`config.mk`:
```
export PLATFORM = sky130hd
export DESIGN_NAME = uhis_status
export DESIGN_NICKNAME = d
export VERILOG_FILES = /design/src/core/uhis_pkg.sv /design/src/core/uhis_chg_if.sv /design/src/core/uhis_status.sv /design/src/core/uhis_change_detect.sv
export SDC_FILE = /design/constraint.sdc
export NUM_CORES = 1
export LEC_CHECK = 0
export ABC_AREA = 1
export BUFFER_PORTS_ARGS = -buffer_cell sky130_fd_sc_hd__buf_2
export CORE_MARGIN = 8
export CORE_UTILIZATION = 47
export DETAILED_ROUTE_END_ITERATION = 12
export PLACE_DENSITY = 0.79
export SLEW_MARGIN = 20
export SYNTH_ARGS = -nofsm -noshare
export SYNTH_HDL_FRONTEND = slang
export SYNTH_SLANG_ARGS = --single-unit
export TNS_END_PERCENT = 5
```
`constraint.sdc`:
```
create_clock -name clk -period 1.86 [get_ports clk]
set_clock_uncertainty 0.2 [all_clocks]
set_input_delay 0.279 -clock clk [delete_from_list [all_inputs] [get_ports clk]]
set_output_delay 0.279 -clock clk [all_outputs]
set_load 0.02 [all_outputs]
```
`src/core/uhis_pkg.sv`:
```
// Constants, field positions and helpers for the host interrupt status block.
// Assumes one controller clock and a synchronous, active-high reset.
package uhis_pkg;

    // ==================================================================
    // Register map
    localparam int          ADDR_W        = 8;
    localparam int          DATA_W        = 32;
    localparam logic [7:0]  STATUS_OFFSET = 8'h0c;
    localparam logic [31:0] STATUS_RESET  = 32'h00000000;

    // ==================================================================
    // Field positions
    localparam int BIT_OVERRUN    = 0;
    localparam int BIT_DONE_HEAD  = 1;
    localparam int BIT_FRAME_SOF  = 2;
    localparam int BIT_RESUME     = 3;
    localparam int BIT_UNRECOV    = 4;
    localparam int BIT_FRAME_OVF  = 5;
    localparam int BIT_HUB_CHANGE = 6;
    localparam int BIT_OWNERSHIP  = 30;
    localparam int BIT_MASTER_EN  = 31;
    localparam int BIT_FRAME_MSB  = 15;

    localparam logic [31:0] IMPL_MASK = 32'h4000007f;
    localparam logic [31:0] IRQ_MASK  = 32'h0000007f;

    // ==================================================================
    // Widths and reset values
    localparam int         FRAME_W       = 16;
    localparam int         NUM_PORTS     = 4;
    localparam int         HUB_WATCH_W   = DATA_W * (1 + NUM_PORTS);
    localparam logic [1:0] OVERRUN_RESET = 2'h0;
    localparam logic [1:0] OVERRUN_STEP  = 2'h1;

    // ==================================================================
    // Helpers
    function automatic logic [31:0] w1c_next(
        input logic [31:0] cur,
        input logic [31:0] clr,
        input logic [31:0] set
    );
        // Set wins over a clear that lands in the same cycle.
        w1c_next = ((cur & ~clr) | set) & IMPL_MASK;
    endfunction

    function automatic logic any_enabled(
        input logic [31:0] flags,
        input logic [31:0] enables,
        input logic [31:0] mask
    );
        any_enabled = |(flags & enables & mask);
    endfunction

endpackage

```
`src/core/uhis_chg_if.sv`:
```
// Carrier between the status logic and its change detector.
// Assumes both ends share the controller clock.
`timescale 1ns/100ps
interface uhis_chg_if;
    logic [uhis_pkg::HUB_WATCH_W-1:0] watched;
    logic                             changed;

    modport detector (
        input  watched,
        output changed
    );
    modport owner (
        output watched,
        input  changed
    );
endinterface

```
`src/core/uhis_status.sv`:
```
// Interrupt status register, request gating and overrun count.
// Assumes event inputs are one-cycle pulses synchronous to clk and
// that the enable register lives outside and is presented as a word.
`timescale 1ns/100ps
module uhis_status #(
    parameter logic SMI_PRESENT = 1'b1
) (
    input  wire logic                      clk,
    input  wire logic                      rst,
    input  wire logic [uhis_pkg::ADDR_W-1:0] regAddr,
    input  wire logic                      regWrite,
    input  wire logic                      regRead,
    input  wire logic [31:0]               regWdata,
    output logic      [31:0]               regRdata,
    output logic                           regRdValid,
    input  wire logic [31:0]               hostIntEnable,
    input  wire logic                      ownershipChangeRequest,
    input  wire logic [31:0]               hubStatusWord,
    input  wire logic [127:0]              hubPortStatusWords,
    input  wire logic [15:0]               frameNumber,
    input  wire logic                      sharedFrameUpdated,
    input  wire logic                      systemError,
    input  wire logic                      resumeSignaling,
    input  wire logic                      resumeStateBySoftware,
    input  wire logic                      frameStart,
    input  wire logic                      doneHeadWritten,
    input  wire logic                      scheduleOverrun,
    output logic                           irqOut,
    output logic                           smiOut,
    output logic                           haltProcessing,
    output logic                           doneHeadHold,
    output logic      [1:0]                overrunCount
);

    // ==================================================================
    // Storage
    logic [31:0] status_reg;
    logic [31:0] status_next;
    logic [1:0]  overrun_reg;
    logic [1:0]  overrun_next;
    logic        frameMsb_reg;
    logic        resume_reg;
    logic        primed_reg;
    logic        irq_reg;
    logic        smi_reg;
    logic [31:0] rdata_reg;
    logic        rdValid_reg;

    // ==================================================================
    // Change detection for the root hub words
    uhis_chg_if hubChg ();

    assign hubChg.watched = {hubPortStatusWords, hubStatusWord};

    uhis_change_detect u_hub_change (
        .clk (clk),
        .rst (rst),
        .chg (hubChg.detector)
    );

    // ==================================================================
    // Event decode
    logic        statusHit;
    logic        statusWrite;
    logic        statusRead;
    logic        frameMsbToggle;
    logic        resumeRise;
    logic        ownershipEvent;
    logic [31:0] setVec;
    logic [31:0] clrVec;

    assign statusHit   = (regAddr == uhis_pkg::STATUS_OFFSET);
    assign statusWrite = regWrite && statusHit;
    assign statusRead  = regRead && statusHit;

    assign frameMsbToggle = primed_reg &&
        (frameNumber[uhis_pkg::BIT_FRAME_MSB] != frameMsb_reg);

    // Only a rising edge of the device's own signalling counts; a resume
    // that software orders itself is masked out here.
    assign resumeRise = primed_reg && resumeSignaling && !resume_reg &&
        !resumeStateBySoftware;

    // Without a management interrupt line the flag can never be set.
    assign ownershipEvent = ownershipChangeRequest && SMI_PRESENT;

    always_comb begin
        setVec = 32'h00000000;
        setVec[uhis_pkg::BIT_OWNERSHIP]  = ownershipEvent;
        setVec[uhis_pkg::BIT_HUB_CHANGE] = hubChg.changed;
        setVec[uhis_pkg::BIT_FRAME_OVF]  = frameMsbToggle ||
                                           sharedFrameUpdated;
        setVec[uhis_pkg::BIT_UNRECOV]    = systemError;
        setVec[uhis_pkg::BIT_RESUME]     = resumeRise;
        setVec[uhis_pkg::BIT_FRAME_SOF]  = frameStart;
        setVec[uhis_pkg::BIT_DONE_HEAD]  = doneHeadWritten;
        setVec[uhis_pkg::BIT_OVERRUN]    = scheduleOverrun;
    end

    // Reserved positions are masked off, so stray ones do nothing.
    assign clrVec = statusWrite ? (regWdata & uhis_pkg::IMPL_MASK)
                                : 32'h00000000;

    // Hardware only ever ors in events; apart from reset, the sole clear path is clrVec.
    assign status_next = uhis_pkg::w1c_next(status_reg, clrVec,
                                            setVec);

    assign overrun_next = scheduleOverrun ?
        (overrun_reg + uhis_pkg::OVERRUN_STEP) : overrun_reg;

    // ==================================================================
    // Request gating
    logic irq_next;
    logic smi_next;

    // Decided from the next flag value so the request follows the event
    // in the same edge as the flag itself.
    assign irq_next = hostIntEnable[uhis_pkg::BIT_MASTER_EN] &&
        uhis_pkg::any_enabled(status_next, hostIntEnable,
                              uhis_pkg::IRQ_MASK);

    assign smi_next = SMI_PRESENT &&
        status_next[uhis_pkg::BIT_OWNERSHIP] &&
        hostIntEnable[uhis_pkg::BIT_OWNERSHIP];

    // ==================================================================
    // Registers
    always_ff @(posedge clk) begin
        if (rst) begin
            status_reg  <= uhis_pkg::STATUS_RESET;
            overrun_reg <= uhis_pkg::OVERRUN_RESET;
            primed_reg  <= 1'b0;
            irq_reg     <= 1'b0;
            smi_reg     <= 1'b0;
        end else begin
            status_reg  <= status_next;
            overrun_reg <= overrun_next;
            primed_reg  <= 1'b1;
            irq_reg     <= irq_next;
            smi_reg     <= smi_next;
        end
    end

    // History copies are not reset; primed_reg masks their first compare after reset.
    always_ff @(posedge clk) begin
        frameMsb_reg <= frameNumber[uhis_pkg::BIT_FRAME_MSB];
        resume_reg   <= resumeSignaling;
    end

    always_ff @(posedge clk) begin
        if (rst) begin
            rdata_reg   <= 32'h00000000;
            rdValid_reg <= 1'b0;
        end else begin
            rdata_reg   <= statusRead ? status_reg : 32'h00000000;
            rdValid_reg <= regRead;
        end
    end

    // ==================================================================
    // Outputs
    assign regRdata       = rdata_reg;
    assign regRdValid     = rdValid_reg;
    assign irqOut         = irq_reg;
    assign smiOut         = smi_reg;
    assign overrunCount   = overrun_reg;
    // The error flag is the halt; software resets the controller before
    // clearing it, so processing does not restart on its own.
    assign haltProcessing = status_reg[uhis_pkg::BIT_UNRECOV];
    // The write-back engine must wait until software has saved the head.
    assign doneHeadHold   = status_reg[uhis_pkg::BIT_DONE_HEAD];
endmodule

```
`src/core/uhis_change_detect.sv`:
```
// Content-change detector for the root hub status words.
// Assumes the watched word is synchronous to clk.
`timescale 1ns/100ps
module uhis_change_detect (
    input  wire logic        clk,
    input  wire logic        rst,
    uhis_chg_if.detector     chg
);
    logic [uhis_pkg::HUB_WATCH_W-1:0] prev_reg;
    logic                             primed_reg;

    // ==================================================================
    // Capture
    // The previous copy needs no reset; the primed flag keeps the first
    // cycle after reset from reporting a false change.
    always_ff @(posedge clk) begin
        prev_reg <= chg.watched;
    end

    always_ff @(posedge clk) begin
        if (rst) begin
            primed_reg <= 1'b0;
        end else begin
            primed_reg <= 1'b1;
        end
    end

    // ==================================================================
    // Compare
    assign chg.changed = primed_reg && (chg.watched != prev_reg);

endmodule

```
Yosys cells after proc, flatten, opt, wreduce, memory -nomap -nowiden
Index checks and enable logic that the tools add are counted.
{"block": "totals", "regBits": 208, "in_bits": 260, "out_inout_bits": 39, "word_cells": 35}
{"block": "classes", "add_sub_neg": 1, "eq_ne": 3, "n_mux": 2, "bitwise_logic": 5, "reduce_logical": 14}
{"operator": "160-bit != test", "n": 1}
{"operator": "31-bit bitwise AND", "n": 1}
{"operator": "31-bit two-way mux", "n": 1}
{"operator": "31-bit inverter", "n": 1}
{"operator": "31-bit bitwise OR", "n": 1}
{"operator": "1-bit logical AND", "n": 9}
{"operator": "8-bit by 4-bit == test with 1-bit output, second input constant", "n": 1}
{"operator": "7-bit bitwise AND", "n": 1}
{"operator": "7-bit OR reduction", "n": 1}
{"operator": "2-bit by 1-bit adder with 2-bit output, second input constant", "n": 1}
{"operator": "1-bit zero test", "n": 2}
{"operator": "2-bit OR reduction", "n": 1}
{"operator": "1-bit logical OR", "n": 1}
{"operator": "1-bit two-way mux", "n": 1}
{"operator": "1-bit != test", "n": 1}
{"operator": "1-bit inverter", "n": 1}

Logic depth before layout (Yosys ltp)
{"block": "logic_depth", "depth_word": 9, "depth_mapped": 15}

By module
Synthesis repeated with hierarchy kept, for this count alone.
{"block": "hier_totals", "hier_cells": 870, "hier_area_um2": 6874.1}
{"module": "uhis_change_detect", "instances": 1, "cells_per_inst": 730, "area_per_inst_um2": 5818.1, "seq_area_each_um2": 3223.1}
{"module": "uhis_status", "instances": 1, "cells_per_inst": 140, "area_per_inst_um2": 1056.0, "seq_area_each_um2": 480.5}

Worst setup path before layout
OpenSTA, ideal clock, no wires.
{"block": "synth_timing", "kind": "input-to-reg", "start": "input regAddr[7] (netlist bit)", "end": "register irq_reg, in the netlist irqOut", "setup_time_ns": 0.117, "arrival_ns": 1.229, "required_time_ns": 1.543, "setup_slack_ns": 0.314, "stages": 11, "path_cell_list": "nor2_2 nand2_2 nor2_4 nand3_2 nand2_1 inv_1 or2_4 nand2_2 nand2_1 nor2_1 a21oi_1"}
{"block": "synth_between", "elab_chain_len": 9}
{"element": "from (decl)", "line": "uhis_status.sv:10", "source": "input wire logic [uhis_pkg::ADDR_W-1:0] regAddr,"}
{"element": "8-bit by 4-bit == test with 1-bit output", "line": "uhis_status.sv:72", "source": "assign statusHit = (regAddr == uhis_pkg::STATUS_OFFSET);"}
{"element": "1-bit logical AND", "line": "uhis_status.sv:73", "source": "assign statusWrite = regWrite && statusHit;"}
{"element": "31-bit two-way mux", "line": "uhis_status.sv:101", "source": "assign clrVec = statusWrite ? (regWdata & uhis_pkg::IMPL_MASK)"}
{"element": "31-bit inverter", "line": "uhis_pkg.sv:44", "source": "w1c_next = ((cur & ~clr) | set) & IMPL_MASK;"}
{"element": "31-bit bitwise AND", "line": "uhis_pkg.sv:44"}
{"element": "31-bit bitwise OR", "line": "uhis_pkg.sv:44"}
{"element": "7-bit bitwise AND", "line": "uhis_pkg.sv:52", "source": "any_enabled = |(flags & enables & mask);"}
{"element": "7-bit OR reduction", "line": "uhis_pkg.sv:52"}
{"element": "1-bit logical AND", "line": "uhis_status.sv:118", "source": "assign irq_next = hostIntEnable[uhis_pkg::BIT_MASTER_EN] &&"}
{"element": "to (signal assigned)", "line": "uhis_status.sv:139", "source": "irq_reg <= irq_next;"}
{"element": "to (decl)", "line": "uhis_status.sv:44", "source": "logic irq_reg;"}
Every way passes these cells.
A chain may end at the register's enable or synchronous reset.

Final worst setup path
{"block": "layout_timing", "start": "register u_hub_change.prev_reg[61] (netlist bit)", "end": "register irq_reg, in the netlist irqOut"}
{"block": "layout_between", "elab_chain_len": 6}
{"element": "from (decl)", "line": "uhis_change_detect.sv:9", "source": "logic [uhis_pkg::HUB_WATCH_W-1:0] prev_reg;"}
{"element": "from (signal assigned)", "line": "uhis_change_detect.sv:17", "source": "prev_reg <= chg.watched;"}
{"element": "160-bit != test", "line": "uhis_change_detect.sv:30", "source": "assign chg.changed = primed_reg && (chg.watched != prev_reg);"}
{"element": "1-bit logical AND", "line": "uhis_change_detect.sv:30"}
{"element": "31-bit bitwise OR", "line": "uhis_pkg.sv:44"}
{"element": "7-bit bitwise AND", "line": "uhis_pkg.sv:52"}
{"element": "7-bit OR reduction", "line": "uhis_pkg.sv:52"}
{"element": "1-bit logical AND", "line": "uhis_status.sv:118"}
Every way passes these cells.

==> results.cfg <==
[timing]
rsz0062_at_grt = yes
slew_violations = 0
worst_slack_ns = -0.09612
fmax_mhz = 511.2
finalSetupViolations = 2
finalCriticalPeriod_ns = 1.956
fin_crit_sh_pct = 105.2
tns_ns = -0.1001
hold_violations = 2
whs_ns = -0.06369

[critical_path]
arrival_ns = 2.09
critPathLaunchType = flop
reg2reg_depth = 15
cp_slowest_cell = dfxtp_1
crit_required_ns = 1.99
crit_type = flop to flop
cp_common_cell = nand2_1
cpPeakStageDelay_ns = 0.34
path_max_fanout = 2
path_cells = inv_1, nand2_1, nand2_1, inv_1, nand2_1, nor2_1, nand2_1, nor2_1, nand2_1, nor2_2, nand3_1, nand2_1, nand2_1, nand2_1, a21oi_2
crit_path_end_kind = flop

[grt]
grt_util_met3_pct = 6.021
grt_overflow = 0
grt_pass1_vias = 6848
met2_usage_pct = 41.08
grt_pass1_wl_um = 31710
gr-usage-all-layers_pct = 21.83
antenna_found_initial = 7
grt_start_max_net_pins = 17
gr-usage-met1_pct = 20.90
top_usage_layer = met2

[floorplanning]
die_h_um = 136.7
core_um2 = 14370
rows = 44
fp.dieArea_um2 = 18700
fp.dieW_um = 136.7
boundaryPins = 299
initial_core_util_pct = 47.68

[cts]
clock-sinks = 184
clk_latency_ns = 0.44
clk_path_buf_depth = 2
cts_tree = built
cts_root_buf = clkbuf_16
numCtsBuffers = 17
htree_levels = 4
path_clk_slew_ns = 0.07

[cells_and_area]
nets = 1498
areaGrowthSynthToFinish_pct = 63.64
fill_cells = 827
final_design_area_no_fill_um2 = 11210
final_util_pct = 78.03
largest_register_ffs = 160
layout_common_cells = 268 x nand2_1, 178 x dlygate4sd3_1, 171 x dfxtp_1
drive_gt1_share_pct = 21.28
final_common_cell = nand2_1

[logic_synthesis]
synthTopCellsByArea = dfxtp_1 54%, nand2_1 15%, xnor2_1 13%
synth_area_um2 = 6852
yosysSeqAreaShare_pct = 53.76
syn_inst = 839
async_flop_share_pct = 0
synth-seq-cells = 184
synth_flop_cell = dfxtp_1
synth_top_cell_area_share_pct = 53.76
synth_area_leader_cell = dfxtp_1
syn_avg_cell_area_um2 = 8.166
yosys_warnings = 0
synth_enable_flop_cells = 0
synth_cell_type_count = 25

[min_path]
whs_path_depth = 1
hp-class = input pin to flop

[placed_design]
finalWeightedCongestion = 0.8685
portBuffers = 212
place_area_um2 = 8060
hpwl_um = 12020
dp_worst_setup_slack_ns = 0.01305

[routing]
num_vias = 6743
ant_nets = 0
drt-wirelength-per-cell_um = 17.27
wl_um = 24900
drtIter0Drc = 317
dr.pass1.iters = 7
drc = 0
vias_per_cell = 4.676

[run_status]
status = finished, violations left
violations = negative hold slack, negative setup slack

[job]
cap_violations = 0

[power_and_ir_drop]
power.density_nw_per_um2 = 833.4
ir_worst_vdd_uv = 759.9
p_leak_nw = 5.997
power.total_w = 0.009344
[stage by stage]
step	std cells	hold slack, ns
final	1442	-0.06369
after global routing	1441	-0.06343
after CTS	1444	0.01358
after detailed placement	1233	0.2001
after global placement	1233	0.1971
after floorplan	862	0.1067
[worst max-delay path: cells and delay by family, from the launching register on]
kind	cells	cell delay, ns
AOI/OAI and AO/OA	1	0.06
DFF	1	0.34
buffers and inverters	2	0.11
and+or+nand+nor	12	1.15
[layout make-up]
cell class                      count  area [um2]  share of cell area (%)
Multi-Input combinational cell    508        2915                   26.00
Antenna cell                        8       20.02                  0.1786
Sequential cell                   184        3700                   33.00
Clock buffer                       19       442.9                   3.950
Inverter                          144       540.5                   4.821
Tap cell                          184       230.2                   2.053
Clock inverter                     12       142.6                   1.272
Timing Repair Buffer              383        3221                   28.72
[path summary, 6_finish.rpt]
| check | slack [ns] | endpoint | from |
|---|---|---|---|
| worst max-delay path | -0.1 | irqOut$_SDFF_PP0_ | u_hub_change.prev_reg[61]$_DFF_P_ |
| worst min-delay path | -0.06 | u_hub_change.prev_reg[2]$_DFF_P_ | hubStatusWord[2] |
| worst max register to register | -0.1 | irqOut$_SDFF_PP0_ | u_hub_change.prev_reg[61]$_DFF_P_ |
| worst min register to register | 0.23 | regRdata[6]$_SDFF_PP0_ | status_reg[6]$_SDFF_PP0_ |
[what timing repair did]
action,in CTS,in global routing
hold endpoints to repair,176,51
setup endpoints to repair,0,3
setup buffers,0,0
resized for setup,0,127
hold buffers,180,51
[power by group]
| part | internal (W) | switching, W |
|---|---|---|
| clock | 0.00203 | 0.00162 |
| combinational | 0.000775 | 0.000629 |
| sequential | 0.00415 | 0.000135 |
| total | 0.00696 | 0.00239 |
[logic make-up after synthesis]
group	Yosys count	share of synthesized area, %
xor gates and xnor gates	100	12.78
DFF	184	53.76
other	1	0.05473
and+or+nand+nor	369	21.64
AOI/OAI and AO/OA	15	1.114
buffers and inverters	170	10.65
[synthesized netlist by cell type (2+ instances only)]
master     n
nand2_1  271
dfxtp_1  184
inv_1    144
xnor2_1   99
nor2_1    65
buf_4     24
nand4_1   10
nand3_1    9
a21oi_1    8
o21ai_0    4
nand3_2    3
nor2_2     3
nand2_2    2
o21ai_1    2
[per-layer routing]
layer	up-vias	part of all wire (%)	routed length, um
met5	-	0	0
met4	0	4.6	1151
met3	99	6.9	1707
li1	3210	-	-
met1	3108	34	8438
met2	326	55	13600
Note: power is estimated with default switching activity, not from simulation.
